### src/dec_pkg.sv
// package: constants, field layouts and carrier types of the debounced event counter
package dec_pkg;

    // ==========================================================
    // clock and debounce timing
    localparam int CLK_MHZ = 250;
    localparam int DBNC_TICK_NS = 500;
    // debounce base tick; 500 ns at 250 MHz is 125 cycles
    localparam int DBNC_TICK_CYC = (DBNC_TICK_NS * CLK_MHZ + 999) / 1000;
    localparam int DBNC_CODES = 16;
    // selectable stability times, shortest 500 ns, longest 25.5 ms
    localparam int DBNC_TIME_NS [DBNC_CODES] = '{500, 1000, 2000, 5000, 10000, 20000, 50000, 100000,
        200000, 500000, 1000000, 2000000, 5000000, 10000000, 20000000, 25500000};
    localparam int TICK_CNT_W = 12;
    localparam int STAB_W = 16;
    localparam logic [STAB_W-1:0] STAB_MAX = 16'hFFFF;

    // ==========================================================
    // sizes
    localparam int NUM_CH = 4;
    localparam int CNT_W = 32;
    localparam int HALF_W = 16;
    localparam int ADDR_W = 5;
    localparam int DATA_W = 16;
    localparam logic [CNT_W-1:0] TOP16 = 32'h0000FFFF;
    localparam logic [CNT_W-1:0] TOP32 = 32'hFFFFFFFF;

    // ==========================================================
    // register map: address = {channel, register}
    localparam int CH_LSB = 3;
    localparam logic [2:0] REG_CFG_CNT = 3'h0;
    localparam logic [2:0] REG_CFG_IN = 3'h1;
    localparam logic [2:0] REG_ASYNC_LO = 3'h2;
    localparam logic [2:0] REG_ASYNC_HI = 3'h3;
    localparam logic [2:0] REG_HOLD_LO = 3'h4;
    localparam logic [2:0] REG_HOLD_HI = 3'h5;

    // ==========================================================
    // modes and carrier types
    typedef enum logic [1:0] {MODE_TOTAL, MODE_CLR_RD, MODE_STOP_TOP} dec_mode_e;
    typedef enum logic [1:0] {DBM_BYPASS, DBM_AFTER, DBM_BEFORE} dec_dbm_e;

    // counter configuration, bits [7:0] of REG_CFG_CNT
    typedef struct packed {
        logic [1:0] map_sel;
        logic dec_en;
        logic gate_en;
        logic latch_map;
        logic wide;
        dec_mode_e mode;
    } dec_ccfg_s;

    // input configuration, bits [6:0] of REG_CFG_IN
    typedef struct packed {
        logic [3:0] code;
        dec_dbm_e dbm;
        logic inv;
    } dec_icfg_s;

    typedef struct packed {
        logic wr;
        logic rd;
        logic [ADDR_W-1:0] addr;
        logic [DATA_W-1:0] wdata;
    } dec_bus_s;

    typedef struct packed {
        logic req;
        logic [1:0] ch;
        logic full;
        logic hi;
    } dec_smp_s;

    localparam dec_ccfg_s CCFG_RST = 8'h00;
    localparam dec_icfg_s ICFG_RST = 7'h00;

endpackage

### src/dec_debounce.sv
// debounce stage of one counter input: synchroniser, inverter, two debounce modes and bypass
`timescale 1ns/1ps
module dec_debounce
    import dec_pkg::*;
(
    input wire logic clk_sys,
    input wire logic sys_rst,
    input wire logic pin_raw,
    input wire logic tick,
    input wire dec_icfg_s icfg,
    output logic db_out
);

    // ==========================================================
    // pin synchroniser: a change counts once stages two and three agree
    logic sy1_ff;
    logic sy2_ff;
    logic sy3_ff;
    logic flt_ff;
    logic prv_ff;
    logic out_ff;
    logic [STAB_W-1:0] stab_ff;

    wire logic lvl = flt_ff ^ icfg.inv;
    wire logic chg = lvl != prv_ff;
    wire logic [STAB_W-1:0] tgt = STAB_W'(DBNC_TIME_NS[icfg.code] / DBNC_TICK_NS);
    // strictly greater: the first tick after a change may come at once
    wire logic stable = stab_ff > tgt;
    wire logic [STAB_W-1:0] nxt_stab = chg ? '0 : ((tick && stab_ff != STAB_MAX) ? stab_ff + 1'b1 : stab_ff);

    logic nxt_out;
    always_comb
    begin
        nxt_out = out_ff;
        case (icfg.dbm)
            DBM_BYPASS: nxt_out = lvl;
            DBM_AFTER:
            begin
                if (!chg && stable && lvl != out_ff)
                    nxt_out = lvl;
            end
            DBM_BEFORE:
            begin
                if (chg && stable)
                    nxt_out = lvl;
                else if (!chg && stable && lvl != out_ff)
                    nxt_out = lvl;
            end
            default: nxt_out = lvl;
        endcase
    end

    // bypass takes the inverter output straight through, ignoring the time code
    assign db_out = (icfg.dbm == DBM_BYPASS) ? lvl : out_ff;

    always_ff @(posedge clk_sys)
    begin
        if (sys_rst)
        begin
            sy1_ff <= 1'b0;
            sy2_ff <= 1'b0;
            sy3_ff <= 1'b0;
            flt_ff <= 1'b0;
            prv_ff <= 1'b0;
            out_ff <= 1'b0;
            stab_ff <= '0;
        end
        else
        begin
            sy1_ff <= pin_raw;
            sy2_ff <= sy1_ff;
            sy3_ff <= sy2_ff;
            if (sy2_ff == sy3_ff)
                flt_ff <= sy3_ff;
            prv_ff <= lvl;
            out_ff <= nxt_out;
            stab_ff <= nxt_stab;
        end
    end

endmodule

### src/dec_event_counter.sv
// top: four debounced 32-bit event counters with register port and scan sample port
//
// Chosen here: the plain strobed port and the register addresses.
`timescale 1ns/1ps
module dec_event_counter
    import dec_pkg::*;
#(
    parameter int DBNC_TICK_CYC_P = DBNC_TICK_CYC
)
(
    input wire logic clk_sys,
    input wire logic sys_rst,
    input wire logic [NUM_CH-1:0] cnt_pin,
    input wire logic scan_begin,
    input wire logic scan_tick,
    input wire dec_bus_s bus,
    output logic [DATA_W-1:0] rd_data,
    input wire dec_smp_s smp,
    output logic [DATA_W-1:0] smp_data,
    output logic smp_vld,
    output logic smp_word_hi
);

    // ==========================================================
    // debounce base tick
    localparam logic [TICK_CNT_W-1:0] TICK_LAST = TICK_CNT_W'(DBNC_TICK_CYC_P - 1);

    logic [TICK_CNT_W-1:0] tick_ff;
    wire logic tick = tick_ff == TICK_LAST;
    wire logic [TICK_CNT_W-1:0] nxt_tick = tick ? '0 : tick_ff + 1'b1;

    always_ff @(posedge clk_sys)
    begin
        if (sys_rst)
            tick_ff <= '0;
        else
            tick_ff <= nxt_tick;
    end

    // ==========================================================
    // register port decode
    wire logic [1:0] sel_ch = bus.addr[CH_LSB+1:CH_LSB];
    wire logic [2:0] sel_reg = bus.addr[CH_LSB-1:0];
    wire logic wr_ccfg = bus.wr && sel_reg == REG_CFG_CNT;
    wire logic wr_icfg = bus.wr && sel_reg == REG_CFG_IN;
    wire logic rd_alo = bus.rd && sel_reg == REG_ASYNC_LO;

    // ==========================================================
    // per-channel state, gathered for the read and sample muxes
    dec_ccfg_s ccfg_v [NUM_CH];
    dec_icfg_s icfg_v [NUM_CH];
    logic [CNT_W-1:0] cnt_v [NUM_CH];
    logic [CNT_W-1:0] ahold_v [NUM_CH];
    logic [CNT_W-1:0] shold_v [NUM_CH];
    logic [NUM_CH-1:0] db;
    logic [NUM_CH-1:0] db_prv_ff;

    always_ff @(posedge clk_sys)
    begin
        if (sys_rst)
            db_prv_ff <= '0;
        else
            db_prv_ff <= db;
    end

    // rising edge after the inverter is the counted edge
    wire logic [NUM_CH-1:0] db_rise = db & ~db_prv_ff;

    // ==========================================================
    // channels
    genvar gi;
    generate
        for (gi = 0; gi < NUM_CH; gi++)
        begin : g_ch
            localparam logic [1:0] OWN_IDX = 2'(gi);

            dec_ccfg_s ccfg_ff;
            dec_icfg_s icfg_ff;
            logic [CNT_W-1:0] cnt_ff;
            logic [CNT_W-1:0] ahold_ff;
            logic [CNT_W-1:0] shold_ff;

            dec_debounce u_dbnc
            (
                .clk_sys(clk_sys),
                .sys_rst(sys_rst),
                .pin_raw(cnt_pin[gi]),
                .tick(tick),
                .icfg(icfg_ff),
                .db_out(db[gi])
            );

            wire logic own = ccfg_ff.map_sel == OWN_IDX;
            wire logic map_lvl = db[ccfg_ff.map_sel];
            wire logic map_rise = db_rise[ccfg_ff.map_sel] && !own;
            // inverted auxiliary input flips the gate sense through its own inverter
            wire logic gate_ok = !ccfg_ff.gate_en || own || map_lvl;
            wire logic [CNT_W-1:0] top = ccfg_ff.wide ? TOP32 : TOP16;
            wire logic at_top = ccfg_ff.mode == MODE_STOP_TOP && cnt_ff >= top;
            wire logic up = db_rise[gi] && gate_ok && !at_top;
            wire logic dn = ccfg_ff.dec_en && map_rise;
            wire logic rd_me = rd_alo && sel_ch == OWN_IDX;
            // clearing on read keeps an edge of the same cycle
            wire logic [CNT_W-1:0] base = (rd_me && ccfg_ff.mode == MODE_CLR_RD) ? '0 : cnt_ff;
            wire logic latch_ev = ccfg_ff.latch_map ? map_rise : scan_tick;

            logic [CNT_W-1:0] nxt_cnt;
            always_comb
            begin
                nxt_cnt = base;
                if (scan_begin)
                    nxt_cnt = '0;
                else if (up && !dn)
                    nxt_cnt = base + 1'b1;
                else if (dn && !up)
                    nxt_cnt = base - 1'b1;
            end

            wire logic [CNT_W-1:0] nxt_ahold = rd_me ? cnt_ff : ahold_ff;
            wire logic [CNT_W-1:0] nxt_shold = latch_ev ? cnt_ff : shold_ff;

            always_ff @(posedge clk_sys)
            begin
                if (sys_rst)
                begin
                    ccfg_ff <= CCFG_RST;
                    icfg_ff <= ICFG_RST;
                    cnt_ff <= '0;
                    ahold_ff <= '0;
                    shold_ff <= '0;
                end
                else
                begin
                    if (wr_ccfg && sel_ch == OWN_IDX)
                        ccfg_ff <= dec_ccfg_s'(bus.wdata[7:0]);
                    if (wr_icfg && sel_ch == OWN_IDX)
                        icfg_ff <= dec_icfg_s'(bus.wdata[6:0]);
                    cnt_ff <= nxt_cnt;
                    ahold_ff <= nxt_ahold;
                    shold_ff <= nxt_shold;
                end
            end

            assign ccfg_v[gi] = ccfg_ff;
            assign icfg_v[gi] = icfg_ff;
            assign cnt_v[gi] = cnt_ff;
            assign ahold_v[gi] = ahold_ff;
            assign shold_v[gi] = shold_ff;
        end
    endgenerate

    // ==========================================================
    // read data, valid only in the cycle after the read strobe
    logic [DATA_W-1:0] rd_data_ff;
    logic [DATA_W-1:0] nxt_rd;

    always_comb
    begin
        nxt_rd = '0;
        if (bus.rd)
        begin
            case (sel_reg)
                REG_CFG_CNT: nxt_rd = {8'h00, ccfg_v[sel_ch]};
                REG_CFG_IN: nxt_rd = {9'h000, icfg_v[sel_ch]};
                REG_ASYNC_LO: nxt_rd = cnt_v[sel_ch][HALF_W-1:0];
                REG_ASYNC_HI: nxt_rd = ahold_v[sel_ch][CNT_W-1:HALF_W];
                REG_HOLD_LO: nxt_rd = shold_v[sel_ch][HALF_W-1:0];
                REG_HOLD_HI: nxt_rd = shold_v[sel_ch][CNT_W-1:HALF_W];
                default: nxt_rd = '0;
            endcase
        end
    end

    always_ff @(posedge clk_sys)
    begin
        if (sys_rst)
            rd_data_ff <= '0;
        else
            rd_data_ff <= nxt_rd;
    end

    assign rd_data = rd_data_ff;

    // ==========================================================
    // scan sample port: one slot per word, full width takes two
    logic pend_ff;
    logic [HALF_W-1:0] smp_upper_ff;
    logic [DATA_W-1:0] smp_data_ff;
    logic smp_vld_ff;
    logic smp_hi_ff;

    wire logic smp_take = smp.req && !pend_ff;
    wire logic [CNT_W-1:0] smp_src = shold_v[smp.ch];
    wire logic [HALF_W-1:0] smp_word = smp.hi ? smp_src[CNT_W-1:HALF_W] : smp_src[HALF_W-1:0];

    always_ff @(posedge clk_sys)
    begin
        if (sys_rst)
        begin
            pend_ff <= 1'b0;
            smp_upper_ff <= '0;
            smp_data_ff <= '0;
            smp_vld_ff <= 1'b0;
            smp_hi_ff <= 1'b0;
        end
        else if (smp_take)
        begin
            // upper half stored now so both slots belong to one latched value
            pend_ff <= smp.full;
            smp_upper_ff <= smp_src[CNT_W-1:HALF_W];
            smp_data_ff <= smp.full ? smp_src[HALF_W-1:0] : smp_word;
            smp_vld_ff <= 1'b1;
            smp_hi_ff <= smp.hi && !smp.full;
        end
        else if (pend_ff)
        begin
            pend_ff <= 1'b0;
            smp_data_ff <= smp_upper_ff;
            smp_vld_ff <= 1'b1;
            smp_hi_ff <= 1'b1;
        end
        else
        begin
            smp_vld_ff <= 1'b0;
            smp_hi_ff <= 1'b0;
        end
    end

    assign smp_data = smp_data_ff;
    assign smp_vld = smp_vld_ff;
    assign smp_word_hi = smp_hi_ff;

endmodule

### config.mk
export PLATFORM = sky130hd
export DESIGN_NAME = dec_event_counter
export DESIGN_NICKNAME = d
export VERILOG_FILES = /design/src/dec_pkg.sv /design/src/dec_debounce.sv /design/src/dec_event_counter.sv
export SDC_FILE = /design/constraint.sdc
export NUM_CORES = 2
export LEC_CHECK = 0
export BUFFER_PORTS_ARGS = -buffer_cell sky130_fd_sc_hd__buf_2
export CAP_MARGIN = 20
export CELL_PAD_IN_SITES_DETAIL_PLACEMENT = 1
export CELL_PAD_IN_SITES_GLOBAL_PLACEMENT = 1
export CORE_UTILIZATION = 25
export DETAILED_ROUTE_END_ITERATION = 10
export GPL_ROUTABILITY_DRIVEN = 0
export GPL_TIMING_DRIVEN = 0
export PLACE_DENSITY_LB_ADDON = 0.1
export SYNTH_ARGS = -nofsm -noshare
export SYNTH_HDL_FRONTEND = slang
export SYNTH_SLANG_ARGS = --single-unit
### constraint.sdc
create_clock -name clk_sys -period 41.4 [get_ports clk_sys]
set_input_delay 8.28 -clock clk_sys [delete_from_list [all_inputs] [get_ports clk_sys]]
set_output_delay 8.28 -clock clk_sys [all_outputs]
set_load 0.005 [all_outputs]
After elaboration in Yosys (flattened, before gate mapping)
Memory sizes are Yosys's and may differ from the RTL's.
Cells that the tools add are included.
{"block": "op_classes", "addsub": 13, "div": 4, "order_cmp": 18, "n_eq_ne": 44, "muxes": 86, "bitwise_logic": 14, "reduce_logical": 115}
{"op": "$mux W32", "count": 30}
{"op": "$bmux W32 S2", "count": 4}
{"op": "$add A32 B1 Y32 const B", "count": 4}
{"op": "$div A32 B10 Y32 const B", "count": 4}
{"op": "$ge A32 B32 Y1", "count": 4}
{"op": "$sub A32 B1 Y32 const B", "count": 4}
{"op": "$mux W16", "count": 6}
{"op": "$pmux W16 S6", "count": 1}
{"op": "$logic_and A1 B1 Y1", "count": 65}
{"op": "$add A16 B1 Y16 const B", "count": 4}
{"op": "$gt A16 B16 Y1", "count": 4}
{"op": "$ne A16 B16 Y1 const B", "count": 4}
{"op": "$mux W1", "count": 27}
{"op": "$logic_not A1 Y1", "count": 26}
{"op": "$eq A2 B2 Y1 const B", "count": 12}
{"op": "$eq A2 B1 Y1 const B", "count": 10}
{"op": "$ge A5 B5 Y1 const B", "count": 4}
{"op": "$not A4 Y5", "count": 4}
{"op": "$bmux W1 S2", "count": 8}
{"op": "$bmux W8 S2", "count": 1}
{"op": "$mux W8", "count": 2}
{"op": "$reduce_or A2 Y1", "count": 8}
{"op": "$bmux W7 S2", "count": 1}
{"op": "$mux W7", "count": 2}
{"op": "19 further kinds", "count": 55}
{"block": "word_totals", "regBits": 599, "rom_bits": 2048, "input_bits": 36, "output_inout_bits": 34, "wordCells": 382, "mem_count": 4}
{"name": "(no name shown)", "depth": 16, "word_bits": 32, "rd": 1, "rd_clocked_by_memory_dff": 0, "write_ports": 0, "line": "dec_debounce.sv:26", "rtl": "wire logic [STAB_W-1:0] tgt = STAB_W'(DBNC_TIME_NS[icfg.code] / DBNC_TICK_NS);"}
{"name": "(no name shown)", "depth": 16, "word_bits": 32, "rd": 1, "rd_clocked_by_memory_dff": 0, "write_ports": 0, "line": "dec_debounce.sv:26"}
{"name": "(no name shown)", "depth": 16, "word_bits": 32, "rd": 1, "rd_clocked_by_memory_dff": 0, "write_ports": 0, "line": "dec_debounce.sv:26"}
{"name": "(no name shown)", "depth": 16, "word_bits": 32, "rd": 1, "rd_clocked_by_memory_dff": 0, "write_ports": 0, "line": "dec_debounce.sv:26"}

Longest topological paths before layout
{"block": "depth", "depth_word": 11, "mapped_depth": 74, "ltp_nobuf": 66}

Hierarchy
Synthesis repeated with hierarchy kept, for this count alone.
{"block": "hier_totals", "hier_cells": 7481, "hier_area_um2": 55914.9}
{"module": "dec_event_counter", "instances": 1, "cells_each": 3316, "area_per_inst_um2": 26885.8, "seq_area_each_um2": 8948.6}
{"module": "dec_debounce at g_ch[0].u_dbnc ...", "instances": 2, "cells_each": 1086, "area_per_inst_um2": 7392.1, "seq_area_each_um2": 440.4}
{"module": "dec_debounce at g_ch[2].u_dbnc", "instances": 1, "cells_each": 1096, "area_per_inst_um2": 7613.6, "seq_area_each_um2": 440.4}
{"module": "dec_debounce at g_ch[1].u_dbnc", "instances": 1, "cells_each": 897, "area_per_inst_um2": 6631.4, "seq_area_each_um2": 440.4}

Least setup slack after synthesis
No wires, ideal clock.
{"block": "synth_timing", "kind": "reg-to-reg", "start": "reg g_ch[3].icfg_ff[3] (netlist name)", "end": "reg g_ch[3].u_dbnc.out_ff", "setup_ps": 65, "arrival_time_ps": 13792, "required_ps": 41335, "slack_ps": 27543, "path_stages_with_launch": 69, "n_path_buf": 4, "synth_period_minus_slack_ps": 13857, "path_cell_list": "dfxtp_1 -> buf_2 -> inv_1 -> ha_1 -> buf_4 -> and4_4 -> a311o_1 -> and4_1 -> nor4_2 -> o32ai_2 -> nor2_1 -> a21o_2 -> inv_4 -> xnor2_2 -> mux2_2 -> o21a_1 -> o41ai_4 -> inv_2 -> (+33 left out) -> o41a_1 -> a311oi_1 -> ha_1 -> nor2_1 -> nor2_1 -> nand2_1 -> a21oi_1 -> nor2b_1 -> o21ai_0 -> nand2b_1 -> a21oi_1 -> a21oi_1 -> nand2_1 -> and3_1 -> a221oi_1 -> o21ai_0 -> o21ai_0 -> nor2_1"}
{"block": "synth_via", "elab_chain_cells": 11, "elab_cells_between_ends": 12, "cone_classes": "div (1); order compare (1); mux (5); bitwise (1); reduce/logical (3); memory (1)"}
{"item": "start: declaration", "line": "dec_event_counter.sv:78", "rtl": "dec_icfg_s icfg_ff;"}
{"item": "start signal: assignment", "line": "dec_event_counter.sv:137", "rtl": "icfg_ff <= dec_icfg_s'(bus.wdata[6:0]);"}
{"item": "$not A4 Y5 (implied by the code) *", "line": "dec_debounce.sv:26"}
{"item": "$mem_v2 Z16 W32 *"}
{"item": "$mux W32 (implied by the code) * (2 in a row)", "line": "dec_debounce.sv:26"}
{"item": "$div A32 B10 Y32 *", "line": "dec_debounce.sv:26"}
{"item": "$gt A16 B16 Y1 *", "line": "dec_debounce.sv:28", "rtl": "wire logic stable = stab_ff > tgt;"}
{"item": "$logic_and A1 B1 Y1 (2 in a row)", "line": "dec_debounce.sv:39, dec_debounce.sv:46"}
{"item": "$mux W1"}
{"item": "$mux W1", "line": "dec_debounce.sv:44", "rtl": "if (chg && stable)"}
{"item": "$pmux W1 S2 *", "line": "dec_debounce.sv:35", "rtl": "case (icfg.dbm)"}
{"item": "end signal: assignment", "line": "dec_debounce.sv:76", "rtl": "out_ff <= nxt_out;"}
{"item": "end: declaration", "line": "dec_debounce.sv:21", "rtl": "logic out_ff;"}
Every way passes the cells marked *; elsewhere a longest branch is shown, timed or not. The select of a mux whose other input is x is not followed.
A chain may end at the register's enable or synchronous reset.

Worst setup path after layout
Ends and elaborated chain as after synthesis.

==> impl_metrics.yaml <==
hold_path:
  hp-start: "g_ch[2].u_dbnc.sy1_ff$_SDFF_PP0_"
  min_path_cells: 1
  hp-class: "register to register"
  hold_end: "g_ch[2].u_dbnc.sy2_ff$_SDFF_PP0_"
setup_path:
  slowest_delay_ns: 0.69
  cp_num_buf_inv: 9
  r2r_setup_slack_ns: 23.77
  rr_endpoint: "g_ch[3].u_dbnc.out_ff$_SDFF_PP0_"
  crit_type: "register to register"
  r2r_cells: 69
  r2r_start: "g_ch[3].icfg_ff[3]$_SDFFE_PP0P_"
  cp.arrival_ns: 18.16
  worstSetupEndpointType: "register"
  crit_family: "compound AO/OA/AOI/OAI gates"
  cp_slowest_cell: "a21oi_1"
  cpMostUsedCell: "o21ai_0"
  crit_path_start_kind: "register"
  crit_fanout: 10
  critPathRequiredTime_ns: 41.93
routing:
  wl_per_cell_um: 23.8
  drtIter0Drc: 3002
  detail-route-antenna-nets: 0
  dr.pass1.iters: 6
  drc: 0
  detail_route.vias_per_cell: 5.48
  via_count: 52700
  wl_um: 229000
sta:
  final.period_utilization: 0.426
  tightest_slew_ns: 1.10
  drv_slew: 0
  rsz0062_at_grt: "no"
  final-hold-violation-count: 0
  setup_tns_ns: 0
  clock.fmax_ghz: 0.0567
  setup_violations: 0
  finalClockSkew_ns: 0.0423
  slew-limit-headroom: 0.244
  fin_crit_ns: 17.63
synth:
  avgSynthCellArea_um2: 7.40
  syn-instance-count: 6766
  ys_warn_count: 0
  synthesis.area_um2: 50000
  synthAdderAreaFrac: 0.0503
  synth_top_flop_cell: "dfxtp_1"
  synth-seq-cells: 535
  ys_seq_area_frac: 0.214
  synth-simple-area-share: 0.269
  synth-xor-area-share: 0.0523
  synthArstFlopShare: 0
  synthMuxAreaShare: 0.0988
  synth_top_family_by_area: "compound AO/OA/AOI/OAI gates"
  synth_edf_count: 0
  synth_nets: 6995
  synth_compound_gate_area_share: 0.272
  synth_cell_type_count: 152
cts:
  post_cts_resized: 0
  clockBufferDepth: 3
  path_clk_slew_ns: 0.06
  cts_setup_buffers: 0
  cts-root-buf: "clkbuf_16"
  cts_tree: "built"
  clk_latency_ns: 0.68
  cts_num_sinks: 535
  postCtsHoldBufs: 0
  cts_buffers: 75
  htree_levels: 3
pwr:
  power_leakage_nw: 19.9
  ir_drop_mv: 0.0228
  p_per_area_nw_per_um2: 23.4
status:
  status: "finished clean"
floorplanning:
  initial_utilization: 0.253
  fp.dieH_um: 449
  die_w_um: 449
  die_area_um2: 202000
  core_area_um2: 198000
  io_pins: 70
  fp-row-count: 163
placed_design:
  portBuffers: 51
  place_inst: 9473
  dp_hpwl_um: 183000
finish:
  nets: 7145
  layout-drive-gt1-share: 0.0950
  instances_no_fill: 9623
  area_growth_pct: 12.7
global_route:
  grt_pass1_vias: 52800
  grt_usage: 0.218
  grt_overflow_total: 0
  grt_max_degree: 17
  grt_antenna_before_repair: 20
  grt_pass1_wl_um: 344000
run:
  maxCapViolCount: 0
-- flip-flops by register name (all words and copies together), names as in the netlist, 12 cells and up --
signal	flops
g_ch.icfg_ff	28
ccfg_v	32
tick_ff	12
smp_upper_ff	16
g_ch.shold_ff	128
smp_data	16
g_ch.ahold_ff	64
rd_data	16
g_ch.cnt_ff	128
g_ch.u_dbnc.stab_ff	64
-- where the power goes --
| group | switching (mW) | total (mW) | internal [mW] |
|---|---|---|---|
| combinational | 0.0875 | 0.127 | 0.0392 |
| clock | 0.271 | 0.671 | 0.400 |
| sequential | 0.00321 | 0.521 | 0.518 |
| total | 0.362 | 1.32 | 0.957 |
-- layout make-up --
cell class	count	area, um2
fill	24000	142000
buffer	405	1700
antenna	11	27.5
sequential	535	10700
tap	2640	3300
clock buffer	110	2200
multi-input combinational	5689	37100
inverter	137	518
timing repair buffer	73	528
clock inverter	23	294
-- synth_stat cells, drive strengths merged (100+ instances only) --
| library cell | count | area share |
|---|---|---|
| nand2 | 998 | 0.075 |
| a31oi | 105 | 0.015 |
| dfxtp | 535 | 0.21 |
| mux2i | 168 | 0.034 |
| inv | 134 | 0.010 |
| o21ai | 391 | 0.039 |
| clkbuf | 306 | 0.023 |
| a21oi | 643 | 0.065 |
| ha | 193 | 0.048 |
| nor3 | 192 | 0.020 |
| nor2 | 716 | 0.054 |
| and3 | 110 | 0.014 |
| nand3 | 204 | 0.021 |
| nand4 | 100 | 0.013 |
| xnor2 | 196 | 0.035 |
| mux4 | 118 | 0.053 |
-- worst register-to-register path: cells and delay by family (launching register included) --
family	cells	cell delay (ns)
AOI/OAI and AO/OA	31	9.26
xor gates and xnor gates	3	0.96
adders and majority gates	4	1.17
buffers and inverters	9	1.89
DFF	1	0.63
muxes	1	0.21
and+or+nand+nor	21	3.42
-- routing by layer --
| metal | up-vias | GRT usage | part of all wire |
|---|---|---|---|
| met1 | 26300 | 0.289 | 0.46 |
| met4 | 2 | 0.0792 | 0.036 |
| li1 | 25300 | - | - |
| met3 | 249 | 0.0218 | 0.034 |
| met5 | - | 0 | 0.000052 |
| met2 | 864 | 0.366 | 0.47 |
-- metrics by stage --
stage	worst slack [ns]	hold WS, ns	power [mW]	area [um2]	util
after floorplan	27.54	0.414	0.609	50000	-
final	23.77	0.436	1.32	56400	0.285
after CTS	23.64	0.441	1.34	56300	0.284
after detailed placement	23.68	0.427	0.659	53800	0.272
after global placement	23.80	0.420	0.656	53600	0.271
after global routing	21.86	0.459	1.37	56400	0.285
-- cells by family after synthesis --
group,count (synthesis)
xor gates and xnor gates,291
adders and majority gates,203
buffers and inverters,542
muxes,339
and+or+nand+nor,2852
DFF,535
AOI/OAI and AO/OA,2004
-- placed cells by master, fill, tap and decap left out, types with 99 or more instances in the layout --
cell type / count
inv_1: 117
xnor2_1: 189
nand2_1: 996
mux2i_1: 168
nor3_1: 187
dfxtp_1: 535
clkbuf_1: 322
nand4_1: 99
o21ai_0: 343
nor2_1: 712
and3_1: 109
mux4_2: 118
a21oi_1: 632
nand3_1: 199
buf_2: 103
ha_1: 193
-- worst max-delay path by stage --
stage | start | to | cells after the start | slack, ns
after global routing | g_ch[3].icfg_ff[3]$_SDFFE_PP0P_ | g_ch[3].u_dbnc.out_ff$_SDFF_PP0_ | 67 | 21.86
after detailed placement | g_ch[3].icfg_ff[3]$_SDFFE_PP0P_ | g_ch[3].u_dbnc.out_ff$_SDFF_PP0_ | 67 | 23.68
after CTS | g_ch[3].icfg_ff[3]$_SDFFE_PP0P_ | g_ch[3].u_dbnc.out_ff$_SDFF_PP0_ | 68 | 23.64
after floorplan | g_ch[3].icfg_ff[3]$_SDFFE_PP0P_ | g_ch[3].u_dbnc.out_ff$_SDFF_PP0_ | 68 | 27.54
after global placement | g_ch[3].icfg_ff[3]$_SDFFE_PP0P_ | g_ch[3].u_dbnc.out_ff$_SDFF_PP0_ | 69 | 23.80
final | g_ch[3].icfg_ff[3]$_SDFFE_PP0P_ | g_ch[3].u_dbnc.out_ff$_SDFF_PP0_ | 69 | 23.77
No activity file was read; power rests on OpenSTA's default activity.
